$ cat src/hdl/cdp_pkg.sv
// Shared constants, types and helpers for the console debug port
package cdp_pkg;

	// ==========================================================
	// Widths and depth
	localparam int DW = 16;
	localparam int TMP_AW = 4;
	localparam int TMP_DEPTH = 12;

	// ==========================================================
	// Fixed console locations in IO space
	localparam logic [15:0] ADDR_CMD = 16'h8402;
	localparam logic [15:0] ADDR_DIN = 16'hC000;
	localparam logic [15:0] ADDR_DOUT = 16'h4000;
	localparam logic [15:0] ADDR_STAT = 16'hC001;
	localparam logic [15:0] ADDR_CLR = 16'h4001;

	// ==========================================================
	// Command codes, held in the top four command bits
	localparam logic [3:0] CMD_CONT = 4'h0;
	localparam logic [3:0] CMD_RDREG = 4'h1;
	localparam logic [3:0] CMD_WRREG = 4'h2;
	localparam logic [3:0] CMD_FAULT = 4'h3;
	localparam logic [3:0] CMD_WRSW = 4'h4;
	localparam logic [3:0] CMD_MEMRD = 4'h5;
	localparam logic [3:0] CMD_MEMWR = 4'h6;
	localparam logic [3:0] CMD_NMEMRD = 4'h7;
	localparam logic [3:0] CMD_NMEMWR = 4'h8;
	localparam logic [3:0] CMD_XIO = 4'h9;
	localparam logic [3:0] CMD_NXIO = 4'hA;
	localparam logic [3:0] CMD_DISABLE = 4'hB;

	// ==========================================================
	// Register select, low twelve command bits
	localparam logic [11:0] SEL_GPR_HI = 12'h00F;
	localparam logic [11:0] SEL_TMP_LO = 12'h010;
	localparam logic [11:0] SEL_TMP_HI = 12'h01B;
	localparam logic [11:0] SEL_ALT = 12'h01C;
	localparam logic [11:0] SEL_IC = 12'h01D;

	// ==========================================================
	// Reset values and fixed figures
	localparam logic [15:0] ALT_RESET = 16'h0000;
	localparam logic [15:0] ALT_AFTER_SW = 16'h200E;
	localparam logic [15:0] WORD_RESET = 16'h0000;
	localparam logic [3:0] TMP_IC_IDX = 4'h0;
	localparam logic [1:0] REQ_LOW_CYCLES = 2'h2;

	typedef enum {
		ST_NORMAL, ST_LOOP_A, ST_LOOP_B, ST_LOOP_C, ST_EXEC, ST_OPND_A, ST_OPND_B,
		ST_DO, ST_CORE, ST_TMPRD, ST_OUT_SET, ST_OUT_BUS, ST_HALT, ST_SUSP, ST_RESUME
	} cdp_state_t;

	typedef enum logic [2:0] {
		OP_RDREG, OP_WRREG, OP_FAULT, OP_WRSW, OP_MEMRD, OP_MEMWR, OP_XIO
	} cdp_op_t;

	function automatic logic cdp_is_tmp(input logic [11:0] sel);
		cdp_is_tmp = (sel >= SEL_TMP_LO) && (sel <= SEL_TMP_HI);
	endfunction : cdp_is_tmp

	function automatic logic cdp_needs_operand(input logic [3:0] code);
		cdp_needs_operand = (code == CMD_WRREG) || (code == CMD_WRSW) || (code == CMD_MEMWR)
			|| (code == CMD_NMEMWR) || (code == CMD_XIO) || (code == CMD_NXIO);
	endfunction : cdp_needs_operand

endpackage : cdp_pkg

$ cat src/hdl/cdp_tmp_if.sv
// Port bundle between the console sequencer and its temporaries store
`timescale 1ns/1ns
`default_nettype none
interface cdp_tmp_if;
	logic we;
	logic [3:0] waddr;
	logic [15:0] wdata;
	logic [3:0] raddr;
	logic [15:0] rdata;
	modport user (output we, output waddr, output wdata, output raddr, input rdata);
	modport mem (input we, input waddr, input wdata, input raddr, output rdata);
endinterface : cdp_tmp_if
`default_nettype wire

$ cat src/hdl/cdp_console_port.sv
// Console debug mode sequencer of the processor
//
// Behaviour
// - Request low two machine cycles enters console after current instruction completes.
// - While request low, loop three cycles, one reading command location 8402.
// - Command not executed while request low; executed once request goes high.
// - Breakpoint enters console and processes the held command immediately.
// - Request entry checks the internal copy of the configuration.
// - Breakpoint entry checks the system configuration word afresh.
// - No console configured: request ignored, breakpoint acts as no-operation.
// - Both interval timers halt while in console mode.
// - Command at 8402, operand at C000, result at 4000.
// - IO addresses C001 and 4001 enabled in console mode, never used.
// - XIO commands with external read do one extra harmless operand read.
// - After commands other than continue and suspend, halt until a new request falling edge.
// - Continue leaves console and resumes at the instruction after entry point.
// - Request low again during continue window gives exactly one instruction step.
// - Temporaries keep the instruction counter over console; writes may upset it.
// - Codes 0 to 4: continue, read reg, write reg, fault read-clear, status.
// - Register select in low 12 bits: GPR, temporaries, alternate, counter.
// - Codes 5-8 access memory at alternate address, 7 and 8 increment first.
// - Codes 9, A do XIO, A increments; B suspends; others ignored.
`timescale 1ns/1ns
`default_nettype none
module cdp_console_port (
	input wire logic mclk,
	input wire logic rst_b,
	input wire logic console_request_n,
	input wire logic cfgConsole,
	input wire logic sysCfgConsole,
	input wire logic instrDone,
	input wire logic bptExec,
	input wire logic [15:0] entryIc,
	input wire logic irqPending,
	output logic consoleMode,
	output logic timerHalt,
	output logic ioSpaceEnable,
	output logic bptNop,
	output logic resumeReq,
	output logic [15:0] resumeIc,
	output logic ioStrobe,
	output logic ioWrite,
	output logic [15:0] ioAddr,
	output logic [15:0] ioWdata,
	input wire logic [15:0] ioRdata,
	output logic coreReq,
	output var cdp_pkg::cdp_op_t coreOp,
	output logic [3:0] coreSel,
	output logic [15:0] coreAddr,
	output logic [15:0] coreWdata,
	input wire logic coreAck,
	input wire logic [15:0] coreRdata,
	input wire logic xioIllegal,
	input wire logic xioIsRead
);
	logic rstMeta_b;
	logic rstSync_b;
	logic reqLow;
	logic reqLow2;
	logic reqFall;
	cdp_pkg::cdp_state_t state, next_state;
	logic [15:0] cmd, next_cmd;
	logic [15:0] operand, next_operand;
	logic [15:0] altAddr, next_altAddr;
	logic [15:0] result, next_result;
	logic pendReq, next_pendReq;
	logic xioExtra, next_xioExtra;
	logic next_consoleMode, next_bptNop, next_resumeReq, next_ioStrobe, next_ioWrite;
	logic [15:0] next_resumeIc, next_ioAddr, next_ioWdata, next_coreAddr, next_coreWdata;
	logic next_coreReq;
	cdp_pkg::cdp_op_t next_coreOp;
	logic [3:0] next_coreSel;
	logic [3:0] code;
	logic [11:0] sel;

	cdp_tmp_if tmpBus ();

	// ==========================================================
	// Reset release
	always_ff @(posedge mclk or negedge rst_b) begin
		if (!rst_b) begin
			rstMeta_b <= 1'b0;
			rstSync_b <= 1'b0;
		end else begin
			rstMeta_b <= 1'b1;
			rstSync_b <= rstMeta_b;
		end
	end

	cdp_req_sync reqSync (
		.mclk(mclk),
		.rstSync_b(rstSync_b),
		.reqPin_n(console_request_n),
		.reqLow(reqLow),
		.reqLow2(reqLow2),
		.reqFall(reqFall)
	);

	cdp_temp_mem tempMem (
		.mclk(mclk),
		.rstSync_b(rstSync_b),
		.tmp(tmpBus.mem)
	);

	assign code = cmd[15:12];
	assign sel = cmd[11:0];
	assign timerHalt = consoleMode;
	// Status and clear locations are only enabled; nothing here issues them
	assign ioSpaceEnable = consoleMode;

	// ==========================================================
	// Sequencer next state
	always_comb begin
		next_state = state;
		next_cmd = cmd;
		next_operand = operand;
		next_altAddr = altAddr;
		next_result = result;
		next_pendReq = pendReq;
		next_xioExtra = xioExtra;
		next_bptNop = 1'b0;
		next_resumeReq = 1'b0;
		next_resumeIc = resumeIc;
		next_ioStrobe = 1'b0;
		next_ioWrite = 1'b0;
		next_ioAddr = ioAddr;
		next_ioWdata = ioWdata;
		next_coreReq = coreReq;
		next_coreOp = coreOp;
		next_coreSel = coreSel;
		next_coreAddr = coreAddr;
		next_coreWdata = coreWdata;
		tmpBus.we = 1'b0;
		tmpBus.waddr = cdp_pkg::TMP_IC_IDX;
		tmpBus.wdata = entryIc;
		tmpBus.raddr = cdp_pkg::TMP_IC_IDX;
		case (state)
			cdp_pkg::ST_NORMAL: begin
				// Request sampled against the internal configuration copy
				if (reqLow2 && cfgConsole) begin
					next_pendReq = 1'b1;
				end
				if (bptExec) begin
					if (sysCfgConsole) begin
						tmpBus.we = 1'b1;
						next_pendReq = 1'b0;
						next_xioExtra = 1'b0;
						next_ioStrobe = 1'b1;
						next_ioAddr = cdp_pkg::ADDR_CMD;
						next_state = cdp_pkg::ST_LOOP_A;
					end else begin
						next_bptNop = 1'b1;
					end
				end else if (instrDone && pendReq) begin
					// A step request landing during the refill is taken here
					tmpBus.we = 1'b1;
					next_pendReq = 1'b0;
					next_xioExtra = 1'b0;
					next_ioStrobe = 1'b1;
					next_ioAddr = cdp_pkg::ADDR_CMD;
					next_state = cdp_pkg::ST_LOOP_A;
				end
			end
			cdp_pkg::ST_LOOP_A: begin
				next_state = cdp_pkg::ST_LOOP_B;
			end
			cdp_pkg::ST_LOOP_B: begin
				next_cmd = ioRdata;
				next_state = cdp_pkg::ST_LOOP_C;
			end
			cdp_pkg::ST_LOOP_C: begin
				if (reqLow) begin
					next_ioStrobe = 1'b1;
					next_ioAddr = cdp_pkg::ADDR_CMD;
					next_state = cdp_pkg::ST_LOOP_A;
				end else begin
					next_state = cdp_pkg::ST_EXEC;
				end
			end
			cdp_pkg::ST_EXEC: begin
				if (code == cdp_pkg::CMD_NMEMRD || code == cdp_pkg::CMD_NMEMWR
						|| code == cdp_pkg::CMD_NXIO) begin
					next_altAddr = altAddr + 16'h0001;
				end
				if (code == cdp_pkg::CMD_CONT) begin
					next_state = cdp_pkg::ST_RESUME;
				end else if (cdp_pkg::cdp_needs_operand(code)) begin
					next_ioStrobe = 1'b1;
					next_ioAddr = cdp_pkg::ADDR_DIN;
					next_state = cdp_pkg::ST_OPND_A;
				end else begin
					next_state = cdp_pkg::ST_DO;
				end
			end
			cdp_pkg::ST_OPND_A: begin
				next_state = cdp_pkg::ST_OPND_B;
			end
			cdp_pkg::ST_OPND_B: begin
				// Extra read after a read XIO is discarded
				if (xioExtra) begin
					next_xioExtra = 1'b0;
					next_state = cdp_pkg::ST_OUT_SET;
				end else begin
					next_operand = ioRdata;
					next_state = cdp_pkg::ST_DO;
				end
			end
			cdp_pkg::ST_DO: begin
				next_state = cdp_pkg::ST_HALT;
				next_coreSel = sel[3:0];
				next_coreAddr = altAddr;
				next_coreWdata = operand;
				case (code)
					cdp_pkg::CMD_RDREG: begin
						if (sel <= cdp_pkg::SEL_GPR_HI) begin
							next_coreReq = 1'b1;
							next_coreOp = cdp_pkg::OP_RDREG;
							next_state = cdp_pkg::ST_CORE;
						end else if (cdp_pkg::cdp_is_tmp(sel)) begin
							tmpBus.raddr = sel[3:0];
							next_state = cdp_pkg::ST_TMPRD;
						end else if (sel == cdp_pkg::SEL_ALT) begin
							next_result = altAddr;
							next_state = cdp_pkg::ST_OUT_SET;
						end else if (sel == cdp_pkg::SEL_IC) begin
							next_state = cdp_pkg::ST_TMPRD;
						end
					end
					cdp_pkg::CMD_WRREG: begin
						if (sel <= cdp_pkg::SEL_GPR_HI) begin
							next_coreReq = 1'b1;
							next_coreOp = cdp_pkg::OP_WRREG;
							next_state = cdp_pkg::ST_CORE;
						end else if (cdp_pkg::cdp_is_tmp(sel)) begin
							// Overwrites saved state too; left to the user
							tmpBus.we = 1'b1;
							tmpBus.waddr = sel[3:0];
							tmpBus.wdata = operand;
						end else if (sel == cdp_pkg::SEL_ALT) begin
							next_altAddr = operand;
						end else if (sel == cdp_pkg::SEL_IC) begin
							tmpBus.we = 1'b1;
							tmpBus.wdata = operand;
						end
					end
					cdp_pkg::CMD_FAULT: begin
						next_coreReq = 1'b1;
						next_coreOp = cdp_pkg::OP_FAULT;
						next_state = cdp_pkg::ST_CORE;
					end
					cdp_pkg::CMD_WRSW: begin
						next_coreReq = 1'b1;
						next_coreOp = cdp_pkg::OP_WRSW;
						next_altAddr = cdp_pkg::ALT_AFTER_SW;
						next_state = cdp_pkg::ST_CORE;
					end
					cdp_pkg::CMD_MEMRD, cdp_pkg::CMD_NMEMRD: begin
						next_coreReq = 1'b1;
						next_coreOp = cdp_pkg::OP_MEMRD;
						next_state = cdp_pkg::ST_CORE;
					end
					cdp_pkg::CMD_MEMWR, cdp_pkg::CMD_NMEMWR: begin
						next_coreReq = 1'b1;
						next_coreOp = cdp_pkg::OP_MEMWR;
						next_state = cdp_pkg::ST_CORE;
					end
					cdp_pkg::CMD_XIO, cdp_pkg::CMD_NXIO: begin
						next_coreReq = 1'b1;
						next_coreOp = cdp_pkg::OP_XIO;
						next_state = cdp_pkg::ST_CORE;
					end
					cdp_pkg::CMD_DISABLE: begin
						next_state = cdp_pkg::ST_SUSP;
					end
					default: begin
						next_state = cdp_pkg::ST_HALT;
					end
				endcase
			end
			cdp_pkg::ST_CORE: begin
				if (coreAck) begin
					next_coreReq = 1'b0;
					next_result = coreRdata;
					next_state = cdp_pkg::ST_HALT;
					if (coreOp == cdp_pkg::OP_RDREG || coreOp == cdp_pkg::OP_FAULT
							|| coreOp == cdp_pkg::OP_MEMRD) begin
						next_state = cdp_pkg::ST_OUT_SET;
					end else if (coreOp == cdp_pkg::OP_XIO && !xioIllegal && xioIsRead) begin
						next_xioExtra = 1'b1;
						next_ioStrobe = 1'b1;
						next_ioAddr = cdp_pkg::ADDR_DIN;
						next_state = cdp_pkg::ST_OPND_A;
					end
				end
			end
			cdp_pkg::ST_TMPRD: begin
				next_result = tmpBus.rdata;
				next_state = cdp_pkg::ST_OUT_SET;
			end
			cdp_pkg::ST_OUT_SET: begin
				next_ioStrobe = 1'b1;
				next_ioWrite = 1'b1;
				next_ioAddr = cdp_pkg::ADDR_DOUT;
				next_ioWdata = result;
				next_state = cdp_pkg::ST_OUT_BUS;
			end
			cdp_pkg::ST_OUT_BUS: begin
				next_state = cdp_pkg::ST_HALT;
			end
			cdp_pkg::ST_HALT: begin
				if (reqFall) begin
					next_ioStrobe = 1'b1;
					next_ioAddr = cdp_pkg::ADDR_CMD;
					next_state = cdp_pkg::ST_LOOP_A;
				end
			end
			cdp_pkg::ST_SUSP: begin
				if (reqFall) begin
					next_ioStrobe = 1'b1;
					next_ioAddr = cdp_pkg::ADDR_CMD;
					next_state = cdp_pkg::ST_LOOP_A;
				end else if (irqPending) begin
					next_state = cdp_pkg::ST_RESUME;
				end
			end
			cdp_pkg::ST_RESUME: begin
				next_resumeReq = 1'b1;
				next_resumeIc = tmpBus.rdata;
				next_state = cdp_pkg::ST_NORMAL;
			end
			default: begin
				next_state = cdp_pkg::ST_NORMAL;
			end
		endcase
		next_consoleMode = (next_state != cdp_pkg::ST_NORMAL);
	end

	// ==========================================================
	// Sequencer registers
	always_ff @(posedge mclk or negedge rstSync_b) begin
		if (!rstSync_b) begin
			state <= cdp_pkg::ST_NORMAL;
			cmd <= cdp_pkg::WORD_RESET;
			operand <= cdp_pkg::WORD_RESET;
			altAddr <= cdp_pkg::ALT_RESET;
			result <= cdp_pkg::WORD_RESET;
			pendReq <= 1'b0;
			xioExtra <= 1'b0;
			consoleMode <= 1'b0;
			bptNop <= 1'b0;
			resumeReq <= 1'b0;
			resumeIc <= cdp_pkg::WORD_RESET;
			ioStrobe <= 1'b0;
			ioWrite <= 1'b0;
			ioAddr <= cdp_pkg::WORD_RESET;
			ioWdata <= cdp_pkg::WORD_RESET;
			coreReq <= 1'b0;
			coreOp <= cdp_pkg::OP_RDREG;
			coreSel <= 4'h0;
			coreAddr <= cdp_pkg::WORD_RESET;
			coreWdata <= cdp_pkg::WORD_RESET;
		end else begin
			state <= next_state;
			cmd <= next_cmd;
			operand <= next_operand;
			altAddr <= next_altAddr;
			result <= next_result;
			pendReq <= next_pendReq;
			xioExtra <= next_xioExtra;
			consoleMode <= next_consoleMode;
			bptNop <= next_bptNop;
			resumeReq <= next_resumeReq;
			resumeIc <= next_resumeIc;
			ioStrobe <= next_ioStrobe;
			ioWrite <= next_ioWrite;
			ioAddr <= next_ioAddr;
			ioWdata <= next_ioWdata;
			coreReq <= next_coreReq;
			coreOp <= next_coreOp;
			coreSel <= next_coreSel;
			coreAddr <= next_coreAddr;
			coreWdata <= next_coreWdata;
		end
	end
endmodule : cdp_console_port
`default_nettype wire

$ cat src/hdl/cdp_req_sync.sv
// Request pin synchroniser with level and falling edge detection
`timescale 1ns/1ns
`default_nettype none
module cdp_req_sync (
	input wire logic mclk,
	input wire logic rstSync_b,
	input wire logic reqPin_n,
	output logic reqLow,
	output logic reqLow2,
	output logic reqFall
);
	logic meta;
	logic sync;
	logic prev;
	logic [1:0] lowCnt;
	logic [1:0] next_lowCnt;

	// ==========================================================
	// Two-stage synchroniser; idle level is high
	always_ff @(posedge mclk or negedge rstSync_b) begin
		if (!rstSync_b) begin
			meta <= 1'b1;
			sync <= 1'b1;
			prev <= 1'b1;
			lowCnt <= 2'h0;
		end else begin
			meta <= reqPin_n;
			sync <= meta;
			prev <= sync;
			lowCnt <= next_lowCnt;
		end
	end

	// Saturating count of low cycles after synchronisation
	always_comb begin
		next_lowCnt = lowCnt;
		if (sync) begin
			next_lowCnt = 2'h0;
		end else if (lowCnt < cdp_pkg::REQ_LOW_CYCLES) begin
			next_lowCnt = lowCnt + 2'h1;
		end
	end

	assign reqLow = !sync;
	assign reqLow2 = !sync && (lowCnt >= cdp_pkg::REQ_LOW_CYCLES - 2'h1);
	assign reqFall = prev && !sync;
endmodule : cdp_req_sync
`default_nettype wire

$ cat src/hdl/cdp_temp_mem.sv
// Microcode temporaries store with registered read data
`timescale 1ns/1ns
`default_nettype none
module cdp_temp_mem (
	input wire logic mclk,
	input wire logic rstSync_b,
	cdp_tmp_if.mem tmp
);
	logic [15:0] store [cdp_pkg::TMP_DEPTH];
	logic [15:0] next_rdata;

	// ==========================================================
	// Write port; no reset so it maps onto plain storage
	always_ff @(posedge mclk) begin
		if (tmp.we && (tmp.waddr < 4'(cdp_pkg::TMP_DEPTH))) begin
			store[tmp.waddr] <= tmp.wdata;
		end
	end

	// ==========================================================
	// Read port, one cycle latency
	always_comb begin
		next_rdata = cdp_pkg::WORD_RESET;
		if (tmp.raddr < 4'(cdp_pkg::TMP_DEPTH)) begin
			next_rdata = store[tmp.raddr];
		end
	end

	always_ff @(posedge mclk or negedge rstSync_b) begin
		if (!rstSync_b) begin
			tmp.rdata <= cdp_pkg::WORD_RESET;
		end else begin
			tmp.rdata <= next_rdata;
		end
	end
endmodule : cdp_temp_mem
`default_nettype wire

$ cat config.mk
export PLATFORM = sky130hd
export DESIGN_NAME = cdp_console_port
export DESIGN_NICKNAME = d
export VERILOG_FILES = /design/src/hdl/cdp_pkg.sv /design/src/hdl/cdp_tmp_if.sv /design/src/hdl/cdp_console_port.sv /design/src/hdl/cdp_req_sync.sv /design/src/hdl/cdp_temp_mem.sv
export SDC_FILE = /design/constraint.sdc
export NUM_CORES = 1
export LEC_CHECK = 0
export BUFFER_PORTS_ARGS = -buffer_cell sky130_fd_sc_hd__buf_2
export CAP_MARGIN = 40
export CORE_ASPECT_RATIO = 0.8
export CORE_MARGIN = 2
export CORE_UTILIZATION = 59
export CTS_CLUSTER_DIAMETER = 30
export CTS_CLUSTER_SIZE = 24
export DETAILED_ROUTE_END_ITERATION = 10
export PLACE_DENSITY = 0.82
export SYNTH_ARGS = -nofsm -noshare
export SYNTH_HDL_FRONTEND = slang
export SYNTH_HIERARCHICAL = 1
export SYNTH_SLANG_ARGS = --single-unit
$ cat constraint.sdc
create_clock -name mclk -period 7.7 [get_ports mclk]
set_input_delay 1.54 -clock mclk [delete_from_list [all_inputs] [get_ports mclk]]
set_output_delay 1.54 -clock mclk [all_outputs]
set_load 0.05 [all_outputs]
==> results of run 1 <==
[final cells by class]
class / instances / area, um2 / share of cell area, %
Sequential cell: 393 / 10800 / 55.6
Inverter: 32 / 120 / 0.618
Clock inverter: 44 / 493 / 2.54
Tap cell: 364 / 455 / 2.34
Clock buffer: 62 / 1480 / 7.59
Multi-Input combinational cell: 664 / 5110 / 26.3
Timing Repair Buffer: 169 / 972 / 5.00
[synth_stat cells, drive strengths merged, types with 6 or more instances]
master | number | area, um2
nor4 | 14 | 169
clkbuf | 27 | 103
a221oi | 15 | 131
inv | 32 | 120
or3 | 6 | 37.5
dfrtp | 198 | 4950
nand3 | 13 | 77.6
nor2 | 39 | 146
nor2b | 22 | 138
o22ai | 6 | 37.5
nor3 | 18 | 113
or4 | 8 | 63.8
a21oi | 22 | 110
and2 | 14 | 87.6
buf | 47 | 317
nand2 | 146 | 548
mux2 | 83 | 972
mux4 | 48 | 1120
o21ai | 49 | 245
edfxtp | 192 | 5770
a31oi | 16 | 100
nand2b | 8 | 50.1
a22oi | 19 | 143
nand4 | 10 | 68.8
[cells by family after synthesis]
logic type               synth area share [%]
other                                  0.0461
adder cells (fa/ha/maj)                 0.215
flip-flops                               66.3
multiplexers                             12.9
XOR/XNOR                                0.108
buffers and inverters                    3.31
AO/OA/AOI/OAI                            6.89
AND/OR/NAND/NOR                          10.2
[cells in the final DEF (no fill, tap or decap), types with 10 or more instances in the layout]
master / n
dfrtp_1: 197
edfxtp_1: 192
nand2_1: 146
buf_2: 142
mux2_2: 63
clkbuf_16: 57
conb_1: 41
nor2_1: 39
mux4_2: 38
inv_1: 32
o21ai_1: 27
nor2b_1: 22
a21oi_1: 22
o21ai_0: 22
buf_4: 22
a22oi_1: 19
a31oi_1: 16
a221oi_1: 15
and2_1: 13
nand3_1: 12
nor3_1: 12
mux2_1: 10
mux2_4: 10
clkinv_4: 10
mux4_1: 10
[state kept, by name, indices dropped and copies added (netlist names), 2 cells and up]
signal,count
operand,16
tempMem/tmp.rdata,16
coreAddr,16
tempMem/store,192
cmd,16
state,32
coreWdata,16
ioAddr,3
resumeIc,16
altAddr,16
coreOp,3
ioWdata,16
coreSel,4
result,16
reqSync/lowCnt,2
[report_power, final]
part | switching (W) | internal, W | leakage, nW
Clock | 0.000990 | 0.00162 | 0.968
Combinational | 0.0000794 | 0.0000384 | 2.89
Sequential | 0.0000339 | 0.00223 | 4.32
Total | 0.00110 | 0.00389 | 8.18
[layer usage]
metal,track usage [%],share of wire (%),wire [um]
met2,41.8,45,18400
met1,44.0,42,17100
met5,0,0,0
met4,8.12,2.4,996
met3,6.10,11,4530
[worst paths after layout]
kind                                 from                    to  slack [ns]  depth (start not counted)
worst max register to register  state[27]  tempMem/tmp.rdata[8]        2.53                         11
worst min-delay path            rstMeta_b             rstSync_b        0.35                          0
max in group asynchronous       rstSync_b          resumeIc[10]        6.26                          2
min in group asynchronous       rstSync_b     reqSync/lowCnt[1]        0.37                          0
worst max-delay path            state[27]  tempMem/tmp.rdata[8]        2.53                         11
worst min register to register  rstMeta_b             rstSync_b        0.35                          0
[worst max-delay path, stage by stage, from the launching register on]
cell	delay (ns)
dfrtp_1	0.37
nor4_1	0.35
nand4_1	0.64
nor3_4	0.35
buf_4	0.55
nand2_1	0.16
a2111oi_2	0.50
and2_2	0.57
buf_4	0.58
mux4_2	0.57
a22oi_1	0.21
o21ai_1	0.12
[per-stage QoR]
step / hold WS, ns / util (%)
2_1_floorplan: 0.331 / -
3_3_place_gp: 0.340 / 63.7
3_5_place_dp: 0.344 / 64.1
4_1_cts: 0.356 / 71.4
5_1_grt: 0.364 / 71.4
6_report: 0.352 / 71.4
==> impl_metrics.xml, run 1 <==
<?xml version="1.0" encoding="UTF-8"?>
<metrics>
  <group name="route">
    <metric name="routed_vias_inst" unit="">6.14</metric>
    <metric name="routed_wl" unit="um">41000</metric>
    <metric name="avgRoutedWirePerCell" unit="um">23.7</metric>
    <metric name="detailedRoute.firstPassIterationCount" unit="">5</metric>
    <metric name="post-route-drc-count" unit="">0</metric>
    <metric name="routed-via-count" unit="">10600</metric>
    <metric name="drtAntennaViolNets" unit="">0</metric>
    <metric name="drt_first_iter_violations" unit="">1464</metric>
  </group>
  <group name="yosys">
    <metric name="async_flop_share" unit="%">51.1</metric>
    <metric name="yosysWarningCount" unit="">6</metric>
    <metric name="mappedNetlistArea" unit="mm2">0.0163</metric>
    <metric name="synth_flop_cell" unit="">dfrtp_1</metric>
    <metric name="syn_avg_cell_area" unit="um2">14.5</metric>
    <metric name="yosys.cell_types.count" unit="">78</metric>
    <metric name="syn-instance-count" unit="">1124</metric>
    <metric name="synth.ff_latch_count" unit="">393</metric>
    <metric name="synth_sequential_area_ratio" unit="%">66.3</metric>
    <metric name="synth-edff-count" unit="">192</metric>
  </group>
  <group name="finish">
    <metric name="final_cell_area" unit="mm2">0.0194</metric>
    <metric name="antenna-diode-count" unit="">0</metric>
    <metric name="area_growth_syn_to_layout" unit="%">19.4</metric>
    <metric name="layout.nets" unit="">1377</metric>
    <metric name="fillCellCount" unit="">1709</metric>
    <metric name="fin_cells" unit="">1728</metric>
    <metric name="layout-drive-gt1-share" unit="%">30.1</metric>
  </group>
  <group name="floorplanning">
    <metric name="die_w" unit="um">190</metric>
    <metric name="die_area" unit="mm2">0.0289</metric>
    <metric name="rows" unit="">54</metric>
    <metric name="io_pins" unit="">154</metric>
    <metric name="die-height" unit="um">153</metric>
    <metric name="core-area" unit="mm2">0.0272</metric>
    <metric name="initial_utilization" unit="%">59.8</metric>
  </group>
  <group name="clocking">
    <metric name="path_clk_slew" unit="ns">0.06</metric>
    <metric name="cts_stage_hold_buffer_count" unit="">0</metric>
    <metric name="cts_tree" unit="">yes</metric>
    <metric name="post_cts_resize_count" unit="">0</metric>
    <metric name="cts.repair_timing.setup_buffer_count" unit="">0</metric>
    <metric name="clk-insertion-delay-late" unit="ns">0.57</metric>
    <metric name="numCtsBuffers" unit="">56</metric>
    <metric name="clock_sinks" unit="">393</metric>
    <metric name="root_buffer" unit="">clkbuf_16</metric>
    <metric name="clk_path_buf_depth" unit="">3</metric>
    <metric name="clock_tree.htree_level_count" unit="">2</metric>
  </group>
  <group name="status">
    <metric name="run_status" unit="">completed</metric>
  </group>
  <group name="placement">
    <metric name="detailed_place.area" unit="mm2">0.0175</metric>
    <metric name="port_buffers" unit="">141</metric>
    <metric name="dpl.hpwl" unit="um">27500</metric>
    <metric name="placed_cells_incl_taps" unit="">1622</metric>
    <metric name="globalplace.congestion" unit="">0.927</metric>
    <metric name="detailedPlace.worstSlack" unit="ns">2.71</metric>
  </group>
  <group name="worst_setup_path">
    <metric name="cp-start-kind" unit="">flip-flop</metric>
    <metric name="crit_path_end_kind" unit="">flip-flop</metric>
    <metric name="criticalPathCategory" unit="">reg -&gt; reg</metric>
    <metric name="cp.arrival" unit="ns">5.59</metric>
    <metric name="critical_path_peak_fanout" unit="">62</metric>
    <metric name="required" unit="ns">8.12</metric>
  </group>
  <group name="global_routing">
    <metric name="grt_antenna_before_repair" unit="">0</metric>
    <metric name="first_global_vias" unit="">10300</metric>
    <metric name="grt_start_max_net_pins" unit="">69</metric>
    <metric name="grt_util_all_layers" unit="%">28.6</metric>
    <metric name="global_route.overflow_total" unit="">0</metric>
    <metric name="first_pass_grt_wire_length" unit="um">62100</metric>
  </group>
  <group name="sta">
    <metric name="slew_headroom" unit="%">35.0</metric>
    <metric name="tns" unit="ns">0</metric>
    <metric name="grt_setup_unrepaired" unit="">false</metric>
    <metric name="timing_hold_violations_final" unit="">0</metric>
    <metric name="tightestPinTransition" unit="ns">0.968</metric>
    <metric name="fin_skew" unit="ns">0.0197</metric>
    <metric name="min_period_over_period" unit="%">67.1</metric>
    <metric name="final.min_clock_period" unit="ns">5.17</metric>
    <metric name="max_freq" unit="GHz">0.194</metric>
    <metric name="slew_viol_final" unit="">0</metric>
    <metric name="timing.final.setup_violations" unit="">0</metric>
    <metric name="layout_setup_ws" unit="ns">2.53</metric>
  </group>
  <group name="power">
    <metric name="power_per_unit_of_standard_cell_area" unit="mW/mm2">257</metric>
    <metric name="p_leak" unit="nW">8.18</metric>
    <metric name="vdd_ir_drop_max" unit="V">0.000212</metric>
    <metric name="post-layout-total-power" unit="W">0.00499</metric>
  </group>
  <group name="min_path">
    <metric name="min-delay-path-class" unit="">reg -&gt; reg</metric>
  </group>
  <group name="job">
    <metric name="maxCapViolations" unit="">0</metric>
  </group>
</metrics>
Power figures use the tool's default switching activity.
==> run 2, diff against run 1 <==
==> constraint.sdc (replaced) <==
create_clock -name mclk -period 5.2 [get_ports mclk]
set_input_delay 1.04 -clock mclk [delete_from_list [all_inputs] [get_ports mclk]]
set_output_delay 1.04 -clock mclk [all_outputs]
set_load 0.05 [all_outputs]
==> impl_metrics.xml, run 2 (synthesis results as in run 1) <==
<?xml version="1.0" encoding="UTF-8"?>
<metrics>
  <group name="clocking">
    <metric name="path_clk_slew" unit="ns">0.06</metric>
    <metric name="clock_tree.htree_level_count" unit="">2</metric>
    <metric name="root_buffer" unit="">clkbuf_16</metric>
    <metric name="cts.repair_timing.setup_buffer_count" unit="">0</metric>
    <metric name="clock_sinks" unit="">393</metric>
    <metric name="numCtsBuffers" unit="">56</metric>
    <metric name="cts_tree" unit="">yes</metric>
    <metric name="cts_stage_hold_buffer_count" unit="">0</metric>
    <metric name="clk-insertion-delay-late" unit="ns">0.56</metric>
    <metric name="clk_path_buf_depth" unit="">3</metric>
    <metric name="post_cts_resize_count" unit="">0</metric>
  </group>
  <group name="finish">
    <metric name="fin_cells" unit="">1726</metric>
    <metric name="layout.nets" unit="">1378</metric>
    <metric name="largest_register_ffs" unit="">192</metric>
    <metric name="fillCellCount" unit="">1693</metric>
    <metric name="layout.cells.most_common_list" unit="">dfrtp_1, edfxtp_1, nand2_1</metric>
    <metric name="antenna-diode-count" unit="">0</metric>
    <metric name="multi_input_area" unit="mm2">0.00511</metric>
    <metric name="layout-drive-gt1-share" unit="%">29.8</metric>
    <metric name="utilization" unit="%">71.2</metric>
    <metric name="register_area" unit="mm2">0.0108</metric>
    <metric name="largestRegisters" unit="">tempMem/store (192), state (32)</metric>
    <metric name="regMostFlops" unit="">tempMem/store</metric>
    <metric name="commonest_non_fill_non_tap_cell_in_the_layout" unit="">dfrtp_1</metric>
    <metric name="area_growth_syn_to_layout" unit="%">19.1</metric>
  </group>
  <group name="route">
    <metric name="routed_wl" unit="um">42200</metric>
    <metric name="routed_vias_inst" unit="">6.25</metric>
    <metric name="routed-via-count" unit="">10800</metric>
    <metric name="detailedRoute.firstPassIterationCount" unit="">5</metric>
    <metric name="drt_first_iter_violations" unit="">1476</metric>
    <metric name="post-route-drc-count" unit="">0</metric>
    <metric name="avgRoutedWirePerCell" unit="um">24.4</metric>
    <metric name="drtAntennaViolNets" unit="">0</metric>
  </group>
  <group name="min_path">
    <metric name="min-delay-path-class" unit="">in -&gt; async</metric>
  </group>
  <group name="sta">
    <metric name="slew_viol_final" unit="">0</metric>
    <metric name="hold_slack" unit="ns">0.261</metric>
    <metric name="fin_skew" unit="ns">0.0149</metric>
    <metric name="timing_hold_violations_final" unit="">0</metric>
    <metric name="final.min_clock_period" unit="ns">4.16</metric>
    <metric name="tightestPinTransition" unit="ns">0.949</metric>
    <metric name="tns" unit="ns">0</metric>
    <metric name="timing.final.setup_violations" unit="">0</metric>
    <metric name="grt_setup_unrepaired" unit="">false</metric>
    <metric name="slew_headroom" unit="%">36.3</metric>
    <metric name="max_freq" unit="GHz">0.241</metric>
    <metric name="min_period_over_period" unit="%">79.9</metric>
  </group>
  <group name="floorplanning">
    <metric name="die-height" unit="um">153</metric>
    <metric name="die_area" unit="mm2">0.0289</metric>
    <metric name="die_w" unit="um">190</metric>
    <metric name="io_pins" unit="">154</metric>
    <metric name="initial_utilization" unit="%">59.8</metric>
    <metric name="rows" unit="">54</metric>
    <metric name="core-area" unit="mm2">0.0272</metric>
  </group>
  <group name="placement">
    <metric name="dpl.hpwl" unit="um">26600</metric>
    <metric name="placed_cells_incl_taps" unit="">1623</metric>
    <metric name="globalplace.congestion" unit="">0.909</metric>
    <metric name="port_buffers" unit="">141</metric>
  </group>
  <group name="status">
    <metric name="run_status" unit="">completed</metric>
  </group>
  <group name="worst_setup_path">
    <metric name="critical_path_peak_fanout" unit="">29</metric>
    <metric name="worst-r2r-setup-slack" unit="ns">1.04</metric>
    <metric name="r2r_cells" unit="">10</metric>
    <metric name="criticalPathCategory" unit="">reg -&gt; reg</metric>
    <metric name="crit_path_end_kind" unit="">flip-flop</metric>
    <metric name="cp.arrival" unit="ns">4.58</metric>
    <metric name="cp-start-kind" unit="">flip-flop</metric>
    <metric name="required" unit="ns">5.62</metric>
  </group>
  <group name="power">
    <metric name="p_leak" unit="nW">8.15</metric>
    <metric name="vdd_ir_drop_max" unit="V">0.000231</metric>
    <metric name="power_per_unit_of_standard_cell_area" unit="mW/mm2">375</metric>
    <metric name="post-layout-total-power" unit="W">0.00727</metric>
  </group>
  <group name="job">
    <metric name="maxCapViolations" unit="">0</metric>
  </group>
  <group name="global_routing">
    <metric name="grt_antenna_before_repair" unit="">0</metric>
    <metric name="grt_start_max_net_pins" unit="">160</metric>
    <metric name="first_global_vias" unit="">10600</metric>
    <metric name="grt_util_all_layers" unit="%">29.5</metric>
    <metric name="global_route.overflow_total" unit="">0</metric>
    <metric name="first_pass_grt_wire_length" unit="um">64100</metric>
  </group>
</metrics>
[run 2: final timing paths]
check	start	endpoint
max	cmd[9]	tempMem/tmp.rdata[6]
min	rst_b	rstMeta_b
max reg2reg	cmd[9]	tempMem/tmp.rdata[6]
min reg2reg	rstSync_b	cmd[13]
max in group asynchronous	rstSync_b	tempMem/tmp.rdata[12]
min in group mclk	rstMeta_b	rstSync_b
[run 2: power breakdown]
group / switching (W) / internal (W)
logic: 0.000109 / 0.0000529
clock network: 0.00144 / 0.00231
registers: 0.0000502 / 0.00330
total: 0.00160 / 0.00567
[run 2: area by class of cell]
class / count / share of cell area [%]
Multi-Input combinational cell: 664 / 26.4
Inverter: 32 / 0.620
Clock buffer: 67 / 7.99
Sequential cell: 393 / 55.7
Timing Repair Buffer: 170 / 5.07
Clock inverter: 36 / 1.85
Tap cell: 364 / 2.35
[run 2: critical path, stage by stage, from the launching register on]
cell       delay (ns)
dfrtp_1          0.40
nor4_1           0.62
nand2_1          0.10
nor3_1           0.38
nand2_1          0.13
a2111oi_2        0.47
and2_2           0.65
buf_12           0.31
mux4_1           0.61
a22oi_1          0.23
o21ai_1          0.09
[run 2: stage by stage]
step / setup WS, ns / instance area (um2)
after floorplan: 1.17 / 16400
after global placement: 1.29 / 17400
after detailed placement: 1.11 / 17500
after CTS: 1.04 / 19400
after global routing: 0.687 / 19400
final: 1.04 / 19400
[run 2: metal layers]
| metal | wire length [um] | track usage [%] | vias up |
|---|---|---|---|
| met5 | 0 | 0 | - |
| met4 | 1220 | 8.38 | 0 |
| met1 | 16700 | 43.5 | 5421 |
| li1 | - | - | 4558 |
| met2 | 19400 | 45.0 | 720 |
| met3 | 4800 | 6.49 | 95 |
==> run 3, diff against run 2 <==
--- a/config.mk
+++ b/config.mk
@@ -9,11 +9,11 @@
 export CAP_MARGIN = 40
 export CORE_ASPECT_RATIO = 0.8
 export CORE_MARGIN = 2
-export CORE_UTILIZATION = 59
+export CORE_UTILIZATION = 53
 export CTS_CLUSTER_DIAMETER = 30
 export CTS_CLUSTER_SIZE = 24
 export DETAILED_ROUTE_END_ITERATION = 10
-export PLACE_DENSITY = 0.82
+export PLACE_DENSITY = 0.78
 export SYNTH_ARGS = -nofsm -noshare
 export SYNTH_HDL_FRONTEND = slang
 export SYNTH_HIERARCHICAL = 1
==> constraint.sdc (replaced) <==
create_clock -name mclk -period 3.55 [get_ports mclk]
set_input_delay 0.71 -clock mclk [delete_from_list [all_inputs] [get_ports mclk]]
set_output_delay 0.71 -clock mclk [all_outputs]
set_load 0.05 [all_outputs]
==> impl_metrics.xml, run 3 (synthesis results as in run 1) <==
<?xml version="1.0" encoding="UTF-8"?>
<metrics>
  <group name="finish">
    <metric name="fillCellCount" unit="">2061</metric>
    <metric name="multi_input_area" unit="mm2">0.00515</metric>
    <metric name="layout.cells.most_common_list" unit="">dfrtp_1, edfxtp_1, nand2_1</metric>
    <metric name="layout.nets" unit="">1407</metric>
    <metric name="utilization" unit="%">66.2</metric>
    <metric name="largestRegisters" unit="">tempMem/store (192), state (32)</metric>
    <metric name="register_area" unit="mm2">0.0108</metric>
    <metric name="layout-drive-gt1-share" unit="%">32.0</metric>
    <metric name="regMostFlops" unit="">tempMem/store</metric>
    <metric name="commonest_non_fill_non_tap_cell_in_the_layout" unit="">dfrtp_1</metric>
    <metric name="antenna-diode-count" unit="">0</metric>
    <metric name="largest_register_ffs" unit="">192</metric>
    <metric name="area_growth_syn_to_layout" unit="%">23.2</metric>
  </group>
  <group name="clocking">
    <metric name="numCtsBuffers" unit="">57</metric>
    <metric name="clk_path_buf_depth" unit="">3</metric>
    <metric name="clk-insertion-delay-late" unit="ns">0.58</metric>
    <metric name="cts_tree" unit="">yes</metric>
    <metric name="path_clk_slew" unit="ns">0.06</metric>
    <metric name="clock_sinks" unit="">393</metric>
    <metric name="root_buffer" unit="">clkbuf_16</metric>
    <metric name="clock_tree.htree_level_count" unit="">2</metric>
  </group>
  <group name="worst_setup_path">
    <metric name="critPathTopFamily" unit="">simple AND/OR/NAND/NOR gates</metric>
    <metric name="critical_path_peak_fanout" unit="">16</metric>
    <metric name="crit_path_end_kind" unit="">flip-flop</metric>
    <metric name="crit_chain" unit="">nor4_2, nand4_1, buf_4, nor3_4, nand2_1, a2111oi_4, and2_4, buf_12, mux4_2, a22oi_1, o21ai_1</metric>
    <metric name="worst-path-buf-inv" unit="">2</metric>
    <metric name="cp-start-kind" unit="">flip-flop</metric>
    <metric name="cp.arrival" unit="ns">3.81</metric>
    <metric name="required" unit="ns">3.97</metric>
    <metric name="critical-path-slowest-cell" unit="">mux4_2</metric>
    <metric name="crit_path_max_incr_delay" unit="ns">0.55</metric>
    <metric name="criticalPathCategory" unit="">reg -&gt; reg</metric>
  </group>
  <group name="sta">
    <metric name="max_freq" unit="GHz">0.296</metric>
    <metric name="tightestPinTransition" unit="ns">0.879</metric>
    <metric name="timing_hold_violations_final" unit="">0</metric>
    <metric name="grt_setup_unrepaired" unit="">true</metric>
    <metric name="timing.final.setup_violations" unit="">0</metric>
    <metric name="min_period_over_period" unit="%">95.3</metric>
    <metric name="hold_slack" unit="ns">0.244</metric>
    <metric name="slew_viol_final" unit="">0</metric>
    <metric name="tns" unit="ns">0</metric>
    <metric name="final.min_clock_period" unit="ns">3.38</metric>
    <metric name="slew_headroom" unit="%">41.2</metric>
    <metric name="fin_skew" unit="ns">0.0286</metric>
  </group>
  <group name="power">
    <metric name="p_leak" unit="nW">8.42</metric>
    <metric name="power_per_unit_of_standard_cell_area" unit="mW/mm2">552</metric>
    <metric name="vdd_ir_drop_max" unit="V">0.000397</metric>
    <metric name="post-layout-total-power" unit="W">0.0111</metric>
  </group>
  <group name="floorplanning">
    <metric name="die-height" unit="um">161</metric>
    <metric name="die_w" unit="um">200</metric>
    <metric name="die_area" unit="mm2">0.0321</metric>
    <metric name="core-area" unit="mm2">0.0303</metric>
    <metric name="rows" unit="">57</metric>
    <metric name="io_pins" unit="">154</metric>
    <metric name="initial_utilization" unit="%">53.7</metric>
  </group>
  <group name="route">
    <metric name="drt_first_iter_violations" unit="">1193</metric>
    <metric name="post-route-drc-count" unit="">0</metric>
    <metric name="avgRoutedWirePerCell" unit="um">23.1</metric>
    <metric name="routed_wl" unit="um">41700</metric>
    <metric name="routed-via-count" unit="">10700</metric>
    <metric name="drtAntennaViolNets" unit="">0</metric>
    <metric name="routed_vias_inst" unit="">5.91</metric>
    <metric name="detailedRoute.firstPassIterationCount" unit="">6</metric>
  </group>
  <group name="placement">
    <metric name="globalplace.congestion" unit="">0.905</metric>
    <metric name="port_buffers" unit="">141</metric>
    <metric name="dpl.hpwl" unit="um">27200</metric>
  </group>
  <group name="global_routing">
    <metric name="first_global_vias" unit="">10700</metric>
    <metric name="grt_antenna_before_repair" unit="">0</metric>
    <metric name="grt_start_max_net_pins" unit="">87</metric>
    <metric name="gr-usage-met2" unit="%">39.1</metric>
    <metric name="grt_util_all_layers" unit="%">26.5</metric>
    <metric name="global_route.peak_usage_layer" unit="">met2</metric>
    <metric name="global_route.usage.met3" unit="%">7.77</metric>
    <metric name="globalRouteMet1Util" unit="%">38.0</metric>
    <metric name="global_route.overflow_total" unit="">0</metric>
    <metric name="first_pass_grt_wire_length" unit="um">63500</metric>
  </group>
  <group name="status">
    <metric name="run_status" unit="">completed</metric>
  </group>
  <group name="min_path">
    <metric name="min-delay-path-class" unit="">in -&gt; reg</metric>
  </group>
  <group name="job">
    <metric name="maxCapViolations" unit="">0</metric>
  </group>
</metrics>
[run 3: cell count changes in the layout (fill, tap and decap cells not counted), sizes merged]
cell / delta
clkbuf: +5
bufinv: +2
dlygate4sd3: +1
buf: +26
inv: -2
clkinv: +1
[run 3: layout make-up]
cell class | instances | share of cell area, %
clock buffer | 71 | 8.21
clock inverter | 37 | 2.20
inverter | 32 | 0.599
multi-input combinational | 664 | 25.7
sequential | 393 | 53.9
tap | 413 | 2.58
timing repair buffer | 198 | 6.84
[run 3: final timing paths]
| kind | startpoint | endpoint | slack [ns] | cells after the start |
|---|---|---|---|---|
| worst max-delay path | state[27] | tempMem/tmp.rdata[10] | 0.17 | 11 |
| worst min-delay path | console_request_n | reqSync/meta | 0.24 | 1 |
| worst max register to register | state[27] | tempMem/tmp.rdata[10] | 0.17 | 11 |
| worst min register to register | rstMeta_b | rstSync_b | 0.35 | 0 |
| max in group asynchronous | rstSync_b | coreWdata[8] | 2.11 | 1 |
| min in group asynchronous | rstSync_b | coreOp[1] | 0.36 | 0 |
[run 3: repair_timing]
item | CTS | global route
gates cloned | 0 | 1
resized for setup | 1 | 11
pin swaps | 0 | 1
hold endpoints to repair | 2 | 0
setup buffers | 0 | 1
setup endpoints to repair | 64 | 148
hold buffers | 1 | 0
[run 3: metrics by stage]
step	area [um2]	setup slack, ns	instances
final	20100	0.167	1808
after global routing	20100	-0.0328	1808
after CTS	20000	-0.0270	1806
after detailed placement	17900	0.0179	1697
after global placement	17900	0.0879	1695
after floorplan	16400	-0.0371	1163
[run 3: power by group]
| part | internal [W] | switching (W) |
|---|---|---|
| Sequential | 0.00484 | 0.0000754 |
| Combinational | 0.0000827 | 0.000165 |
| Clock | 0.00373 | 0.00218 |
| Total | 0.00865 | 0.00242 |
[run 3: worst register-to-register path, cell delays in order, from the launching register on]
cell and delay (ns):
dfrtp_1 0.37, nor4_2 0.28, nand4_1 0.17, buf_4 0.24
nor3_4 0.26, nand2_1 0.12, a2111oi_4 0.37, and2_4 0.25
buf_12 0.20, mux4_2 0.56, a22oi_1 0.27, o21ai_1 0.14
[run 3: layer usage]
layer | share of wire, % | vias up
met1 | 41 | 5356
met3 | 11 | 101
met4 | 3.6 | 0
met2 | 45 | 593
met5 | 0 | -
li1 | - | 4633
